[config.mk]
export PLATFORM = sky130hd
export DESIGN_NAME = gsm_chan
export DESIGN_NICKNAME = d
export VERILOG_FILES = /design/src/rtl/gsm_pkg.sv /design/src/rtl/gsm_fifo.sv /design/src/rtl/gsm_chan.sv
export SDC_FILE = /design/constraint.sdc
export NUM_CORES = 1
export LEC_CHECK = 0
export BUFFER_PORTS_ARGS = -buffer_cell sky130_fd_sc_hd__clkbuf_2
export CORE_MARGIN = 3
export CORE_UTILIZATION = 35
export CTS_BUF_LIST = sky130_fd_sc_hd__clkbuf_4 sky130_fd_sc_hd__clkbuf_8
export CTS_CLUSTER_DIAMETER = 120
export DETAILED_ROUTE_END_ITERATION = 8
export PLACE_DENSITY = 0.48
export SKIP_CTS_REPAIR_TIMING = 1
export SLEW_MARGIN = 20
export SYNTH_ARGS = -nofsm -noshare
export SYNTH_HDL_FRONTEND = slang
export SYNTH_HIERARCHICAL = 1
export SYNTH_SLANG_ARGS = --single-unit
[constraint.sdc]
create_clock -name i_core_clk -period 4.5 [get_ports i_core_clk]
set_input_delay 0.9 -clock i_core_clk [delete_from_list [all_inputs] [get_ports i_core_clk]]
set_output_delay 0.9 -clock i_core_clk [all_outputs]
set_load 0.005 [all_outputs]
[src/rtl/gsm_pkg.sv]
// gsm_pkg: shared constants and carrier types for the gci signaling/monitor block
package gsm_pkg;

    // ************************************************************
    // packet and slot layout
    // ************************************************************
    localparam logic [1:0] SLOT_MON = 2'h2;
    localparam logic [1:0] SLOT_SC = 2'h3;
    localparam logic [4:0] PKT_LAST_BIT = 5'h1f;
    localparam logic [7:0] BIT_CNT_RST = 8'h00;

    // ************************************************************
    // control field and system state
    // ************************************************************
    localparam logic [5:0] CTRL_RST = 6'h00;
    localparam logic [1:0] SS_IDLE = 2'h1;
    localparam logic [1:0] SS_ACTIVE = 2'h2;
    localparam logic [7:0] IND_RST = 8'h03;

    // ************************************************************
    // monitor channel
    // ************************************************************
    localparam logic [6:0] ADDR_PFX = 7'h40;
    localparam logic [7:0] ADDR_CIC = 8'h80;
    localparam logic [7:0] CMD_CIC = 8'h00;
    localparam logic [3:0] MAX_DATA = 4'he;
    localparam logic [4:0] RX_MAX = 5'h10;
    localparam logic [4:0] RX_MIN = 5'h02;
    localparam logic [1:0] ACK_FRAMES = 2'h2;
    localparam logic [3:0] TX_TIMEOUT = 4'h8;
    localparam logic [1:0] EOM_LAST = 2'h1;
    localparam int FIFO_DEPTH = 16;

    typedef enum logic [2:0] {
        TX_IDLE = 3'b001,
        TX_SEND = 3'b010,
        TX_EOM = 3'b100
    } gsm_tx_t;

    typedef struct packed {
        logic last;
        logic [7:0] data;
    } gsm_word_t;

    typedef struct packed {
        logic dcl_s1, dcl_s2, dcl_d;
        logic fsc_s1, fsc_s2, fsc_d;
        logic dd_s1, dd_s2;
        logic [2:0] sel_s1, sel_s2;
        logic [7:0] bit_cnt, mon_sh, c_sh, ind, mon_out;
        logic du, du_oe;
        logic [5:0] ctrl, sec;
        logic pend, ring, line_in_use;
        logic [15:0] liu_cnt;
        logic [7:0] tog, sig_prev;
        logic mx_up, mx_prev, mr_prev;
        logic [7:0] prev_byte, last_acc, last_addr;
        logic armed, rx_active, need_eom, cic_pend;
        logic [4:0] rx_cnt, drain_len, drain_idx;
        logic [1:0] ack_cnt, eom_cnt;
        logic [15:0][7:0] buffer;
        gsm_tx_t tx;
        logic tx_cic, tx_idx, want_next, user_last;
        logic [3:0] tx_sent, tx_frames;
        logic framed;
    } gsm_core_t;

endpackage : gsm_pkg

[src/rtl/gsm_fifo.sv]
// gsm_fifo: parameterised valid/ready fifo for received monitor words
`timescale 1ns/100ps
`default_nettype none
module gsm_fifo #(
    parameter int WIDTH = 9,
    parameter int DEPTH = 16
) (
    // clock and reset
    input wire logic i_core_clk,
    input wire logic i_rst,
    // fill side
    input wire logic i_in_valid,
    output logic o_in_ready,
    input wire logic [WIDTH-1:0] i_in_data,
    // drain side
    output logic o_out_valid,
    input wire logic i_out_ready,
    output logic [WIDTH-1:0] o_out_data
);
    localparam int AW = $clog2(DEPTH);

    typedef struct packed {
        logic [DEPTH-1:0][WIDTH-1:0] mem;
        logic [AW:0] wr;
        logic [AW:0] rd;
    } gsm_fifo_st_t;

    gsm_fifo_st_t st_ff;
    gsm_fifo_st_t nxt_st;
    logic full;
    logic empty;

    assign empty = (st_ff.wr == st_ff.rd);
    assign full = (st_ff.wr[AW-1:0] == st_ff.rd[AW-1:0]) &&
        (st_ff.wr[AW] != st_ff.rd[AW]);
    assign o_in_ready = ~full;
    assign o_out_valid = ~empty;
    assign o_out_data = st_ff.mem[st_ff.rd[AW-1:0]];

    always_comb begin
        nxt_st = st_ff;
        if (i_in_valid && !full) begin
            nxt_st.mem[st_ff.wr[AW-1:0]] = i_in_data;
            nxt_st.wr = st_ff.wr + 1'b1;
        end
        if (i_out_ready && !empty) begin
            nxt_st.rd = st_ff.rd + 1'b1;
        end
    end

    always_ff @(posedge i_core_clk) begin
        if (i_rst) begin
            st_ff <= '0;
        end else begin
            st_ff <= nxt_st;
        end
    end
endmodule : gsm_fifo
`default_nettype wire

[src/rtl/gsm_chan.sv]
// gsm_chan: gci signaling/control field and monitor channel engine
`timescale 1ns/100ps
`default_nettype none
module gsm_chan
    import gsm_pkg::*;
#(
    parameter logic [7:0] ID_BYTE1 = 8'h81, // arbitrary value
    parameter logic [7:0] ID_BYTE2 = 8'h85  // arbitrary value
) (
    // clock and reset
    input wire logic i_core_clk,
    input wire logic i_rst,
    // gci highway pins
    input wire logic i_dcl,
    input wire logic i_fsc,
    input wire logic i_dd,
    input wire logic [2:0] i_packet_sel,
    output logic o_du,
    output logic o_du_oe,
    // control field outputs
    output logic [2:0] o_gp_latch,
    output logic [1:0] o_system_state_field,
    output logic o_supervision_en,
    output logic o_codec_en,
    // supervision inputs and outputs
    input wire logic [7:0] i_sig_status,
    input wire logic [7:0] i_sig_mask,
    input wire logic i_sig_clear,
    input wire logic i_ring_detect,
    input wire logic i_line_below,
    input wire logic [15:0] i_line_use_duration,
    output logic o_signaling_summary,
    output logic o_line_in_use,
    // received monitor message stream
    output logic o_mon_valid,
    input wire logic i_mon_ready,
    output logic [7:0] o_mon_data,
    output logic o_mon_last,
    // read answer bytes
    input wire logic i_resp_valid,
    input wire logic [7:0] i_resp_data,
    input wire logic i_resp_last,
    output logic o_resp_ready
);
    gsm_core_t st_ff;
    gsm_core_t nxt_st;
    logic resp_take;
    logic fifo_in_ready;
    logic push_valid;
    gsm_word_t push_word;
    gsm_word_t pop_word;
    logic rise, fall, first, ours, proc, mx, mr, commit, abort, acc_ok, ack;
    logic [7:0] idx, fidx, cin, mon;
    logic [5:0] pat;
    logic [7:0] new_tog;

    // ************************************************************
    // received message buffer toward the user
    // ************************************************************
    assign push_valid = (st_ff.drain_idx != st_ff.drain_len);
    assign push_word.data = st_ff.buffer[st_ff.drain_idx[3:0]];
    assign push_word.last = (st_ff.drain_idx + 5'h01 == st_ff.drain_len);

    gsm_fifo #(
        .WIDTH($bits(gsm_word_t)),
        .DEPTH(FIFO_DEPTH)
    ) u_fifo (
        .i_core_clk(i_core_clk),
        .i_rst(i_rst),
        .i_in_valid(push_valid),
        .o_in_ready(fifo_in_ready),
        .i_in_data(push_word),
        .o_out_valid(o_mon_valid),
        .i_out_ready(i_mon_ready),
        .o_out_data(pop_word)
    );

    assign o_mon_data = pop_word.data;
    assign o_mon_last = pop_word.last;
    assign o_resp_ready = resp_take;
    assign o_du = st_ff.du;
    assign o_du_oe = st_ff.du_oe;
    assign o_gp_latch = st_ff.ctrl[5:3];
    assign o_system_state_field = st_ff.ctrl[2:1];
    assign o_signaling_summary = |st_ff.tog;
    assign o_line_in_use = st_ff.line_in_use;
    always_comb begin
        o_supervision_en = (st_ff.ctrl[2:1] == SS_IDLE) ||
            (st_ff.ctrl[2:1] == SS_ACTIVE);
        o_codec_en = (st_ff.ctrl[2:1] == SS_ACTIVE);
    end

    // ************************************************************
    // next state
    // ************************************************************
    always_comb begin
        nxt_st = st_ff;
        resp_take = 1'b0;
        commit = 1'b0;
        abort = 1'b0;
        acc_ok = 1'b0;
        ack = 1'b0;
        nxt_st.dcl_s1 = i_dcl;
        nxt_st.dcl_s2 = st_ff.dcl_s1;
        nxt_st.dcl_d = st_ff.dcl_s2;
        nxt_st.fsc_s1 = i_fsc;
        nxt_st.fsc_s2 = st_ff.fsc_s1;
        nxt_st.dd_s1 = i_dd;
        nxt_st.dd_s2 = st_ff.dd_s1;
        nxt_st.sel_s1 = i_packet_sel;
        nxt_st.sel_s2 = st_ff.sel_s1;
        rise = st_ff.dcl_s2 & ~st_ff.dcl_d;
        fall = ~st_ff.dcl_s2 & st_ff.dcl_d;
        first = st_ff.fsc_s2 & ~st_ff.fsc_d;
        idx = first ? BIT_CNT_RST : st_ff.bit_cnt;
        fidx = st_ff.bit_cnt;
        ours = (idx[7:5] == st_ff.sel_s2);
        // a frame cut short by reset release is not trusted
        proc = rise && ours && (idx[4:0] == PKT_LAST_BIT) &&
            (st_ff.framed || first);
        cin = {st_ff.c_sh[6:0], st_ff.dd_s2};
        pat = cin[6:1];
        mx = cin[0];
        mr = cin[1];
        mon = st_ff.mon_sh;

        // sticky toggles, a new toggle wins over the clear
        new_tog = (i_sig_status ^ st_ff.sig_prev) & ~i_sig_mask;
        nxt_st.sig_prev = i_sig_status;
        nxt_st.tog = (st_ff.tog & ~{8{i_sig_clear}}) | new_tog;

        if (push_valid && fifo_in_ready) begin
            nxt_st.drain_idx = st_ff.drain_idx + 5'h01;
        end

        if (rise) begin
            nxt_st.fsc_d = st_ff.fsc_s2;
            nxt_st.bit_cnt = idx + 8'h01;
            if (first) begin
                nxt_st.framed = 1'b1;
                nxt_st.ring = i_ring_detect;
                if (i_line_below != st_ff.line_in_use) begin
                    if (st_ff.liu_cnt >= i_line_use_duration) begin
                        nxt_st.line_in_use = i_line_below;
                        nxt_st.liu_cnt = '0;
                    end else begin
                        nxt_st.liu_cnt = st_ff.liu_cnt + 16'h0001;
                    end
                end else begin
                    nxt_st.liu_cnt = '0;
                end
            end
            if (ours && idx[4:3] == SLOT_MON) begin
                nxt_st.mon_sh = {st_ff.mon_sh[6:0], st_ff.dd_s2};
            end
            if (ours && idx[4:3] == SLOT_SC) begin
                nxt_st.c_sh = cin;
            end
        end

        if (fall) begin
            if (st_ff.framed && fidx[7:5] == st_ff.sel_s2 && fidx[4]) begin
                nxt_st.du_oe = 1'b1;
                if (fidx[3]) begin
                    nxt_st.du = st_ff.ind[3'h7 - fidx[2:0]];
                end else begin
                    nxt_st.du = st_ff.mon_out[3'h7 - fidx[2:0]];
                end
            end else begin
                nxt_st.du_oe = 1'b0;
                nxt_st.du = 1'b0;
            end
        end

        if (proc) begin
            // two-frame security filter on the control pattern
            if (!st_ff.pend) begin
                if (pat != st_ff.ctrl) begin
                    nxt_st.sec = pat;
                    nxt_st.pend = 1'b1;
                end
            end else if (pat == st_ff.sec) begin
                nxt_st.ctrl = pat;
                nxt_st.pend = 1'b0;
            end else if (pat == st_ff.ctrl) begin
                nxt_st.pend = 1'b0;
            end else begin
                nxt_st.sec = pat;
            end

            nxt_st.mx_prev = mx;
            nxt_st.mr_prev = mr;
            nxt_st.prev_byte = mon;
            if (st_ff.ack_cnt != 2'h0) begin
                nxt_st.ack_cnt = st_ff.ack_cnt - 2'h1;
            end

            // monitor receiver
            if (mx) begin
                if (st_ff.mx_prev) begin
                    commit = st_ff.rx_active;
                    nxt_st.rx_active = 1'b0;
                    nxt_st.need_eom = 1'b0;
                end
            end else if (st_ff.mx_prev) begin
                if (st_ff.rx_active) begin
                    abort = 1'b1;
                end else if (!st_ff.need_eom && !push_valid) begin
                    nxt_st.rx_active = 1'b1;
                    nxt_st.rx_cnt = '0;
                    nxt_st.armed = 1'b1;
                end
            end else if (st_ff.rx_active) begin
                acc_ok = (st_ff.armed || mon != st_ff.last_acc) &&
                    (mon == st_ff.prev_byte) && (st_ff.ack_cnt == 2'h0);
                if (mon != st_ff.last_acc) begin
                    nxt_st.armed = 1'b1;
                end
                if (acc_ok) begin
                    if (st_ff.rx_cnt == RX_MAX) begin
                        abort = 1'b1;
                    end else begin
                        nxt_st.buffer[st_ff.rx_cnt[3:0]] = mon;
                        nxt_st.rx_cnt = st_ff.rx_cnt + 5'h01;
                        nxt_st.last_acc = mon;
                        nxt_st.armed = 1'b0;
                        nxt_st.ack_cnt = ACK_FRAMES;
                    end
                end
            end
            if (abort) begin
                nxt_st.rx_active = 1'b0;
                nxt_st.ack_cnt = 2'h0;
                nxt_st.cic_pend = 1'b0;
            end
            if (commit && st_ff.rx_cnt >= RX_MIN &&
                st_ff.buffer[0][7:1] == ADDR_PFX) begin
                if (st_ff.buffer[0] == ADDR_CIC &&
                    st_ff.buffer[1] == CMD_CIC && st_ff.rx_cnt == RX_MIN) begin
                    nxt_st.cic_pend = 1'b1;
                end else if (st_ff.buffer[0][0]) begin
                    nxt_st.drain_len = st_ff.rx_cnt;
                    nxt_st.drain_idx = '0;
                    nxt_st.last_addr = st_ff.buffer[0];
                end
            end

            // monitor transmitter
            ack = !mr && st_ff.mr_prev;
            case (st_ff.tx)
                TX_IDLE: begin
                    nxt_st.mx_up = 1'b1;
                    nxt_st.tx_frames = '0;
                    nxt_st.tx_sent = '0;
                    nxt_st.want_next = 1'b0;
                    nxt_st.user_last = 1'b0;
                    nxt_st.tx_idx = 1'b0;
                    if (st_ff.cic_pend) begin
                        nxt_st.cic_pend = 1'b0;
                        nxt_st.tx = TX_SEND;
                        nxt_st.tx_cic = 1'b1;
                        nxt_st.mon_out = ID_BYTE1;
                        nxt_st.mx_up = 1'b0;
                    end else if (i_resp_valid) begin
                        nxt_st.tx = TX_SEND;
                        nxt_st.tx_cic = 1'b0;
                        nxt_st.mon_out = st_ff.last_addr;
                        nxt_st.mx_up = 1'b0;
                    end
                end
                TX_SEND: begin
                    if (st_ff.tx_frames != TX_TIMEOUT) begin
                        nxt_st.tx_frames = st_ff.tx_frames + 4'h1;
                    end
                    if (ack && st_ff.tx_frames == 4'h0) begin
                        nxt_st.tx = TX_EOM;
                    end else if (ack || st_ff.want_next) begin
                        if (st_ff.tx_cic) begin
                            if (!st_ff.tx_idx) begin
                                nxt_st.mon_out = ID_BYTE2;
                                nxt_st.tx_idx = 1'b1;
                                nxt_st.tx_frames = '0;
                            end else begin
                                nxt_st.tx = TX_EOM;
                            end
                        end else if (st_ff.user_last ||
                            st_ff.tx_sent == MAX_DATA) begin
                            nxt_st.tx = TX_EOM;
                        end else if (i_resp_valid) begin
                            resp_take = 1'b1;
                            nxt_st.mon_out = i_resp_data;
                            nxt_st.tx_sent = st_ff.tx_sent + 4'h1;
                            nxt_st.user_last = i_resp_last;
                            nxt_st.tx_frames = '0;
                            nxt_st.want_next = 1'b0;
                        end else begin
                            nxt_st.want_next = 1'b1;
                        end
                    end else if (st_ff.tx_frames == TX_TIMEOUT) begin
                        nxt_st.tx = TX_EOM;
                    end
                    if (nxt_st.tx == TX_EOM) begin
                        nxt_st.mx_up = 1'b1;
                        nxt_st.eom_cnt = '0;
                    end
                end
                TX_EOM: begin
                    nxt_st.mx_up = 1'b1;
                    nxt_st.eom_cnt = st_ff.eom_cnt + 2'h1;
                    if (st_ff.eom_cnt == EOM_LAST) begin
                        nxt_st.tx = TX_IDLE;
                        if (st_ff.tx_cic) begin
                            nxt_st.need_eom = 1'b1;
                        end
                    end
                end
                default: begin
                    nxt_st.tx = TX_IDLE;
                end
            endcase
            nxt_st.ind = {3'h0, |st_ff.tog, st_ff.ring, st_ff.line_in_use,
                nxt_st.ack_cnt == 2'h0, nxt_st.mx_up};
        end
    end

    always_ff @(posedge i_core_clk) begin
        if (i_rst) begin
            st_ff <= '0;
            st_ff.ctrl <= CTRL_RST;
            st_ff.ind <= IND_RST;
            st_ff.mx_up <= 1'b1;
            st_ff.mx_prev <= 1'b1;
            st_ff.mr_prev <= 1'b1;
            st_ff.tx <= TX_IDLE;
        end else begin
            st_ff <= nxt_st;
        end
    end
endmodule : gsm_chan
`default_nettype wire

# [Word level (Yosys, flattened, before mapping)]
# Index checks and enable logic that the tools add are counted.
[op_classes] n_addsub=11 order_cmp=9 eq_ne=46 n_mux=124 bitwise=18 n_reduce_logical=65
[ops] op="two-way mux 128 bit" count=5
[ops] op="two-way mux 152 bit" count=1
[ops] op="bitwise mux 144 bit" count=1
[ops] op="bitwise mux 128 bit" count=1
[ops] op="two-way mux 8 bit" count=11
[ops] op="two-way mux 5 bit" count=10
[ops] op="two-way mux 1 bit" count=44
[ops] op="binary-select mux 9 bit (select 4 bit)" count=1
[ops] op="demux 9 bit (select 4 bit)" count=1
[ops] op="binary-select mux 8 bit (select 4 bit)" count=1
[ops] op="demux 8 bit (select 4 bit)" count=1
[ops] op="two-way mux 16 bit" count=2
[ops] op="two-way mux 3 bit" count=9
[ops] op="two-way mux 9 bit" count=3
[ops] op="two-way mux 2 bit" count=13
[ops] op="inequality test 2 bit (second input constant)" count=12
[ops] op="logical AND 1 bit" count=22
[ops] op="two-way mux 11 bit" count=2
[ops] op="case mux 11 bit (2 select lines)" count=1
[ops] op="adder 5 x 1 -> 5 bit (second input constant)" count=4
[ops] op="less-than comparator 4 x 5 -> 1 bit (second input constant)" count=4
[ops] op="two-way mux 4 bit" count=5
[ops] op="two-way mux 6 bit" count=3
[ops] op="nonzero test 2 bit" count=9
[ops] op="57 further kinds" count=107
[totals] reg_bits=446 input_bits=54 output_inout_bits=22

# [Longest topological paths before layout]
# Gate-level depths: netlist of run 1.
[depth] word_depth=14 mapped_depth=14 mapped_depth_nobuf=12

# [Hierarchy]
# The synthesis of run 1 kept the hierarchy.
[by_module_without_submodules] module="gsm_chan" instances=1 cells_each=1582 area_each_um2=13621.8
[by_module_without_submodules] module="gsm_fifo" instances=1 cells_each=682 area_each_um2=7206.9

# [Worst setup path after synthesis of run 1]
# OpenSTA, ideal clock, no wires.
[synth_path] path_type="flip-flop to output port" startpoint="register st_ff, in the netlist fidx[0]" endpoint="output port o_resp_ready" arrival_ps=2134 slack_ps=1466 path_stages_with_launch=11 n_path_buf=2 path_cell_list="dfxtp_1 > clkbuf_1 > and2_1 > ha_1 > and3_1 > and2_1 > ha_1 > o21a_1 > nand4_4 > clkbuf_1 > nor3_1"
[synth_between] elab_chain_cells=5
[synth_lines] item="start, declared" line="gsm_chan.sv:45" text="gsm_core_t st_ff;"
[synth_lines] item="start signal, assigned" line="gsm_chan.sv:336" text="st_ff <= nxt_st;"
[synth_lines] item="two-way mux 8 bit" line="gsm_chan.sv:115" text="idx = first ? BIT_CNT_RST : st_ff.bit_cnt;"
[synth_lines] item="== test 5 bit" line="gsm_chan.sv:119" text="proc = rise && ours && (idx[4:0] == PKT_LAST_BIT) &&"
[synth_lines] item="logical AND 1 bit (2 in a row)" line="gsm_chan.sv:119"
[synth_lines] item="two-way mux 1 bit" line="gsm_chan.sv:175" text="if (proc) begin"
[synth_lines] item="end, declared" line="gsm_chan.sv:43" text="output logic o_resp_ready"
# No other way between the ends.

==> results of run 1 <==
-- worst paths after layout --
path                from            to  slack (ps)  cells past startpoint
max reg2reg   st_ff[291]    st_ff[135]        1060                     13
min reg2reg  nxt_st[289]            mx         440                      1
max           st_ff[291]  o_resp_ready         470                     11
min          nxt_st[289]            mx         440                      1
-- routing by layer --
layer,up-vias,GRT usage
met1,7797,0.231
met5,-,0
li1,7902,-
met2,330,0.283
met3,93,0.0325
met4,2,0.0496
-- layout make-up --
type | count | area (µm²) | share of cell area
multi-input cells | 1602 | 10900 | 0.464
clock inverters | 27 | 270 | 0.0115
flip-flops and latches | 445 | 8910 | 0.378
well taps | 765 | 957 | 0.0406
clock buffers | 118 | 1520 | 0.0644
diodes | 2 | 5.00 | 0.000212
repair buffers | 127 | 812 | 0.0345
inverters | 43 | 164 | 0.00696
-- cells in the mapped netlist (14+ instances only) --
| cell | n |
|---|---|
| a211oi_1 | 15 |
| a21oi_1 | 210 |
| and3_1 | 28 |
| buf_2 | 28 |
| buf_4 | 21 |
| clkbuf_1 | 101 |
| dfxtp_1 | 445 |
| ha_1 | 35 |
| inv_1 | 43 |
| mux2i_1 | 183 |
| mux4_2 | 72 |
| nand2_1 | 504 |
| nand2b_1 | 15 |
| nand3_1 | 35 |
| nand4_1 | 18 |
| nor2_1 | 124 |
| nor2b_1 | 60 |
| nor3_1 | 28 |
| o21ai_0 | 26 |
| o21ai_1 | 14 |
| xnor2_1 | 32 |
| xor2_1 | 26 |
-- state kept, by name, summed over array words and instances (netlist names) --
signal and flops:
o_line_in_use 1, fidx 8, nxt_st 7, o_system_state_field 2, cin 6, o_du_oe 1
o_du 1, st_ff 253, mon 8, o_gp_latch 3, u_fifo/st_ff 154, mx 1
-- where the power goes --
part	leakage, nW	total (mW)	internal (mW)	switching (mW)
Sequential	3.59	4.01	3.96	0.0419
Clock	0.925	4.16	2.41	1.75
Combinational	4.73	0.480	0.185	0.295
-- worst register-to-register path: stages (launching register included) --
cell	delay (ps)
dfxtp_1	360
nand2b_1	250
and2_1	170
ha_1	170
and3_1	200
and2_1	140
ha_1	140
o21a_1	180
nand4_4	130
nor4_4	700
buf_4	300
and3_1	340
nand2_1	90
a21oi_1	170
-- cells by family (layout without fill, tap and decap cells) --
logic type                 Yosys count  count (layout)
DFF                                445             445
and+or+nand+nor                    888             888
muxes                              272             272
other                                0               2
xor gates and xnor gates            61              61
buffers and inverters              217             315
adders and majority gates           35              35
AOI/OAI and AO/OA                  346             346
-- layout by cell type, fill, tap and decap left out, drive strengths merged, types with 13 or more instances in the layout --
cell,n
o21ai,42
nand4,20
and2,14
xor2,26
nor3,28
a211oi,16
nand2b,15
buf,52
ha,35
clkbuf,193
nand3,46
mux4,80
nor2,126
dfxtp,445
nor2b,60
nand2,504
mux2i,183
a21oi,211
nor4,13
clkinv,13
inv,45
and3,28
xnor2,35
==> flow_summary.toml, run 1 <==
[sta]
timing.final.max_slew_violations = 0
grt_setup_unrepaired = "no"
hold_ws_ps = 436
tightest_slew_ps = 1130
period_needed_ps = 4030
fin_tns_setup_ps = 0
worst_slack_ps = 473
report.final.hold_viol_count = 0
slew-limit-headroom = 0.247
skew_ps = 43.8
clock.fmax_ghz = 0.248
timing.final.crit_share = 0.895
setup-violations-final = 0

[global_route]
wire_length_of_the_first_global_routing_pass_mm = 87.4
grt_pass1_vias = 15900
grt_usage = 0.172
grt_start_max_net_pins = 199
antenna_found_initial = 3
remaining_global_route_overflow = 0

[logic_synthesis]
synthFlopType = "dfxtp_1"
portion_of_netlist_area_occupied_by_mux_cells = 0.181
synth_simple_gate_area_share = 0.197
postSynthNetCount = 2353
post_synth.cell_area_avg_um2 = 9.20
combinational_family_with_the_most_area_after_synthesis = "simple AND/OR/NAND/NOR gates"
synth_top_area_share = 0.428
async_flop_share = 0
synthDistinctLibCells = 79
synth.yosys.warnings = 6
fraction_of_the_mapped_netlist_area_in_adder_cells = 0.0210
synth-seq-cells = 445
synth.top_cells.by_area = "dfxtp_1, nand2_1, mux2i_1, mux4_2, a21oi_1"
synthXorXnorAreaFrac = 0.0267
synth_compound_area_frac = 0.0983
yosys.area.top_type = "dfxtp_1"
synthesis.instances = 2264
synth_edf_count = 0
post_synthesis_instance_area_mm2 = 0.0208
synth_sequential_area_ratio = 0.428

[cts]
clockRootBuffer = "clkbuf_8"
clk_latency_ps = 670
htreeDepth = 3
cts_tree = "done"
worst_setup_hold_path_clk_slew_ps = 60
cts.sink_count = 445
clk_path_buf_depth = 3
cts-buffers-inserted = 80

[cells_and_area]
fin_cells = 3129
final_net_count = 2388
final_layout_size_suffix_gt1_frac = 0.167
num-fill-cells = 5730
area_delta_synth_final_pct = 13.1
final_core_utilization = 0.405
finalInstanceArea_mm2 = 0.0236

[worst_setup_path]
critPathRequiredTime_ps = 3600
critPathMaxStageDelay_ps = 360
timing.setup.critical_path_class = "reg -> out"
cp_data_arrival_time_ps = 3130
critPathTopFamily = "simple AND/OR/NAND/NOR gates"
cp_cell_sequence = "nand2b_1, and2_1, ha_1, and3_1, and2_1, ha_1, o21a_1, nand4_4, buf_4, nor3_1, clkbuf_2"
critical-path-slowest-cell = "dfxtp_1"
critical_path.endpoint_type = "output pin"
path_buf_inv = 2
setup.worst_path.start_class = "flip-flop"
crit_path_max_fanout = 27

[floorplanning]
starting_utilization_of_the_core_area = 0.358
die_h_um = 250
fp.coreArea_mm2 = 0.0582
num_rows = 88
die-area_mm2 = 0.0625
io_pins = 76
die-width_um = 250

[routing]
highest-signal-layer = "met5"
drt_iter0_markers = 904
drc_errors = 0
ant_nets = 0
wl_per_cell_um = 17.4
wl_met2_mm = 25.5
route.detailed.vias_per_inst = 5.15
first_pass_iteration_count_of_the_detailed_router = 6
detailroute.wirelength.met3_mm = 2.45
drt_met1_wl_mm = 25.3
drt_wl_total_mm = 54.4
detailroute.via_count = 16100

[placed_design]
postPlaceCellArea_mm2 = 0.0218
post-place-cells = 2982
finalWeightedCongestion = 0.791
detailed_placement_hpwl_mm = 36.1
port_buffers = 75
placement.setup.worst_slack_ps = 986

[flow_run]
max-cap-violations = 0

[pwr]
p_per_area_mw_per_mm2 = 367
total_power_mw = 8.65
vdd.ir_drop.worst_mv = 0.185
cellLeakagePower_nw = 9.25

[run_status]
outcome = "finished clean"

[min_path]
class_of_the_tightest_hold_or_removal_check = "reg -> reg"
(Power assumes the default switching activity.)
==> inputs of run 2 (changes only) <==
--- a/config.mk
+++ b/config.mk
@@ -11,7 +11,7 @@
 export CTS_BUF_LIST = sky130_fd_sc_hd__clkbuf_4 sky130_fd_sc_hd__clkbuf_8
 export CTS_CLUSTER_DIAMETER = 120
 export DETAILED_ROUTE_END_ITERATION = 8
-export PLACE_DENSITY = 0.48
+export PLACE_DENSITY = 0.5
 export SKIP_CTS_REPAIR_TIMING = 1
 export SLEW_MARGIN = 20
 export SYNTH_ARGS = -nofsm -noshare
==> constraint.sdc (replaced) <==
create_clock -name i_core_clk -period 3.68 [get_ports i_core_clk]
set_input_delay 0.736 -clock i_core_clk [delete_from_list [all_inputs] [get_ports i_core_clk]]
set_output_delay 0.736 -clock i_core_clk [all_outputs]
set_load 0.005 [all_outputs]
==> flow_summary.toml, run 2 (synthesis results as in run 1) <==
[run_status]
outcome = "finished clean"

[pwr]
cellLeakagePower_nw = 9.20
netSwitchingPower_mw = 2.44
p_comb_frac = 0.059
power.switching_fraction = 0.241
p_per_area_mw_per_mm2 = 432
power.share.sequential = 0.484
share_clk_of_total_power = 0.457
vdd.ir_drop.worst_mv = 0.231
power_report.internal_total_mw = 7.68
total_power_mw = 10.1

[floorplanning]
die-width_um = 250
die_h_um = 250
io_pins = 76
die-area_mm2 = 0.0625
fp.coreArea_mm2 = 0.0582
num_rows = 88
starting_utilization_of_the_core_area = 0.358

[worst_setup_path]
regToRegEndpoint = "st_ff[90]"
cp_cell_sequence = "nand2b_4, and2_1, ha_2, and3_4, and2_1, ha_1, o21a_1, nand4_4, buf_12, nor3_2, clkbuf_2"
rr_worst_depth = 13
critPathRequiredTime_ps = 2940
setup.worst_path.start_class = "flip-flop"
timing.setup.critical_path_class = "reg -> out"
cp_data_arrival_time_ps = 2770
most_numerous_cell_on_the_critical_path = "and2_1"
critical_path.endpoint_type = "output pin"
ff2ff_setup_slack_ps = 600
crit_path_max_fanout = 8
critical-path-slowest-cell = "dfxtp_2"
critical_path.reg2reg.startpoint = "st_ff[291]"
critPathMaxStageDelay_ps = 340

[sta]
skew_ps = 22.3
clock.fmax_ghz = 0.285
grt_setup_unrepaired = "no"
slew-limit-headroom = 0.299
hold_ws_ps = 317
report.final.hold_viol_count = 0
timing.final.crit_share = 0.954
period_needed_ps = 3510
timing.final.max_slew_violations = 0
tightest_slew_ps = 1050
worst_slack_ps = 169
setup-violations-final = 0

[routing]
route.detailed.vias_per_inst = 5.15
wl_per_cell_um = 17.2
detailroute.via_count = 16100
drc_errors = 0
drt_iter0_markers = 865
ant_nets = 0
drt_wl_total_mm = 53.6
first_pass_iteration_count_of_the_detailed_router = 5

[min_path]
hold_path_depth = 2
hold_end = "nxt_st[285]"
min-delay-start = "i_packet_sel[2]"
class_of_the_tightest_hold_or_removal_check = "in -> reg"

[global_route]
grt_pass1_vias = 15900
remaining_global_route_overflow = 0
wire_length_of_the_first_global_routing_pass_mm = 86.6
grt_usage = 0.169
grt_start_max_net_pins = 224
antenna_found_initial = 2

[placed_design]
port_buffers = 75
finalWeightedCongestion = 0.774
detailed_placement_hpwl_mm = 35.2
placement.setup.worst_slack_ps = 321

[cts]
cts_tree = "done"
cts-buffers-inserted = 77
worst_setup_hold_path_clk_slew_ps = 50
cts.sink_count = 445
clk_path_buf_depth = 3
clockRootBuffer = "clkbuf_8"
clk_latency_ps = 650
htreeDepth = 3

[cells_and_area]
final_cell_mix = "nand2_1, dfxtp_1, a21oi_1"
registers.top_by_ff_count = "st_ff"
final_net_count = 2393
final_layout_size_suffix_gt1_frac = 0.167
layout_top_registers = "st_ff: 253 flops, u_fifo/st_ff: 154 flops"
final_core_utilization = 0.402
layout_commonest_cell = "nand2_1"
area_delta_synth_final_pct = 12.5
largest_register_ffs = 253

[flow_run]
max-cap-violations = 0
-- run 2: changes by cell type in the layout (fill, tap and decap cells not counted), sizes merged --
cell	previous run	this run
clkbuf	193	197
clkinv	13	5
inv	45	44
bufinv	4	0
clkinvlp	8	2
buf	52	60
-- run 2: how the worst max path moves through the flow --
stage                                  from                end  slack, ps  cells past startpoint
floorplan                        st_ff[149]  u_fifo/st_ff[100]        780                      8
global placement    i_line_use_duration[15]         st_ff[218]        460                     10
detailed placement  i_line_use_duration[15]         st_ff[217]        320                     10
CTS                                 fidx[0]       o_resp_ready       -170                     10
global route                u_fifo/st_ff[0]         o_mon_last         10                      5
finish                           st_ff[291]       o_resp_ready        170                     11
-- run 2: layout make-up --
class | count | area, µm²
sequential | 445 | 8920
clock buffer | 122 | 1520
tap | 765 | 957
timing repair buffer | 135 | 885
clock inverter | 8 | 51.3
inverter | 43 | 164
antenna | 2 | 5.00
multi-input combinational | 1602 | 10900
fill | 5750 | 34800
-- run 2: metrics by stage --
step	setup TNS (ps)	cell area, µm²	std cells
after floorplan	0	20800	2264
after global placement	0	21800	2987
after detailed placement	0	21800	2987
after CTS	-170	23400	3117
after global routing	0	23400	3122
final	0	23400	3122
-- run 2: layer usage --
layer,global-route usage,vias to the layer above,share of wire
li1,-,7908,-
met1,0.231,7834,0.48
met2,0.276,255,0.47
met3,0.0321,83,0.037
met4,0.0438,0,0.020
met5,0,-,0
-- run 2: power by group through the flow --
stage | clock network (mW) | logic, mW | registers [mW]
after floorplan | 0 | 0.484 | 4.97
after global placement | 0 | 0.603 | 5.00
after detailed placement | 0 | 0.609 | 5.01
after CTS | 4.80 | 0.610 | 4.90
after global routing | 5.01 | 0.659 | 4.90
final | 4.62 | 0.600 | 4.90
-- run 2: critical path, delay by kind of cell (launching register included) --
family,cells,cell delay [ps]
and+or+nand+nor,6,940
buffers and inverters,2,350
DFF,1,340
adders and majority gates,2,310
AOI/OAI and AO/OA,1,170
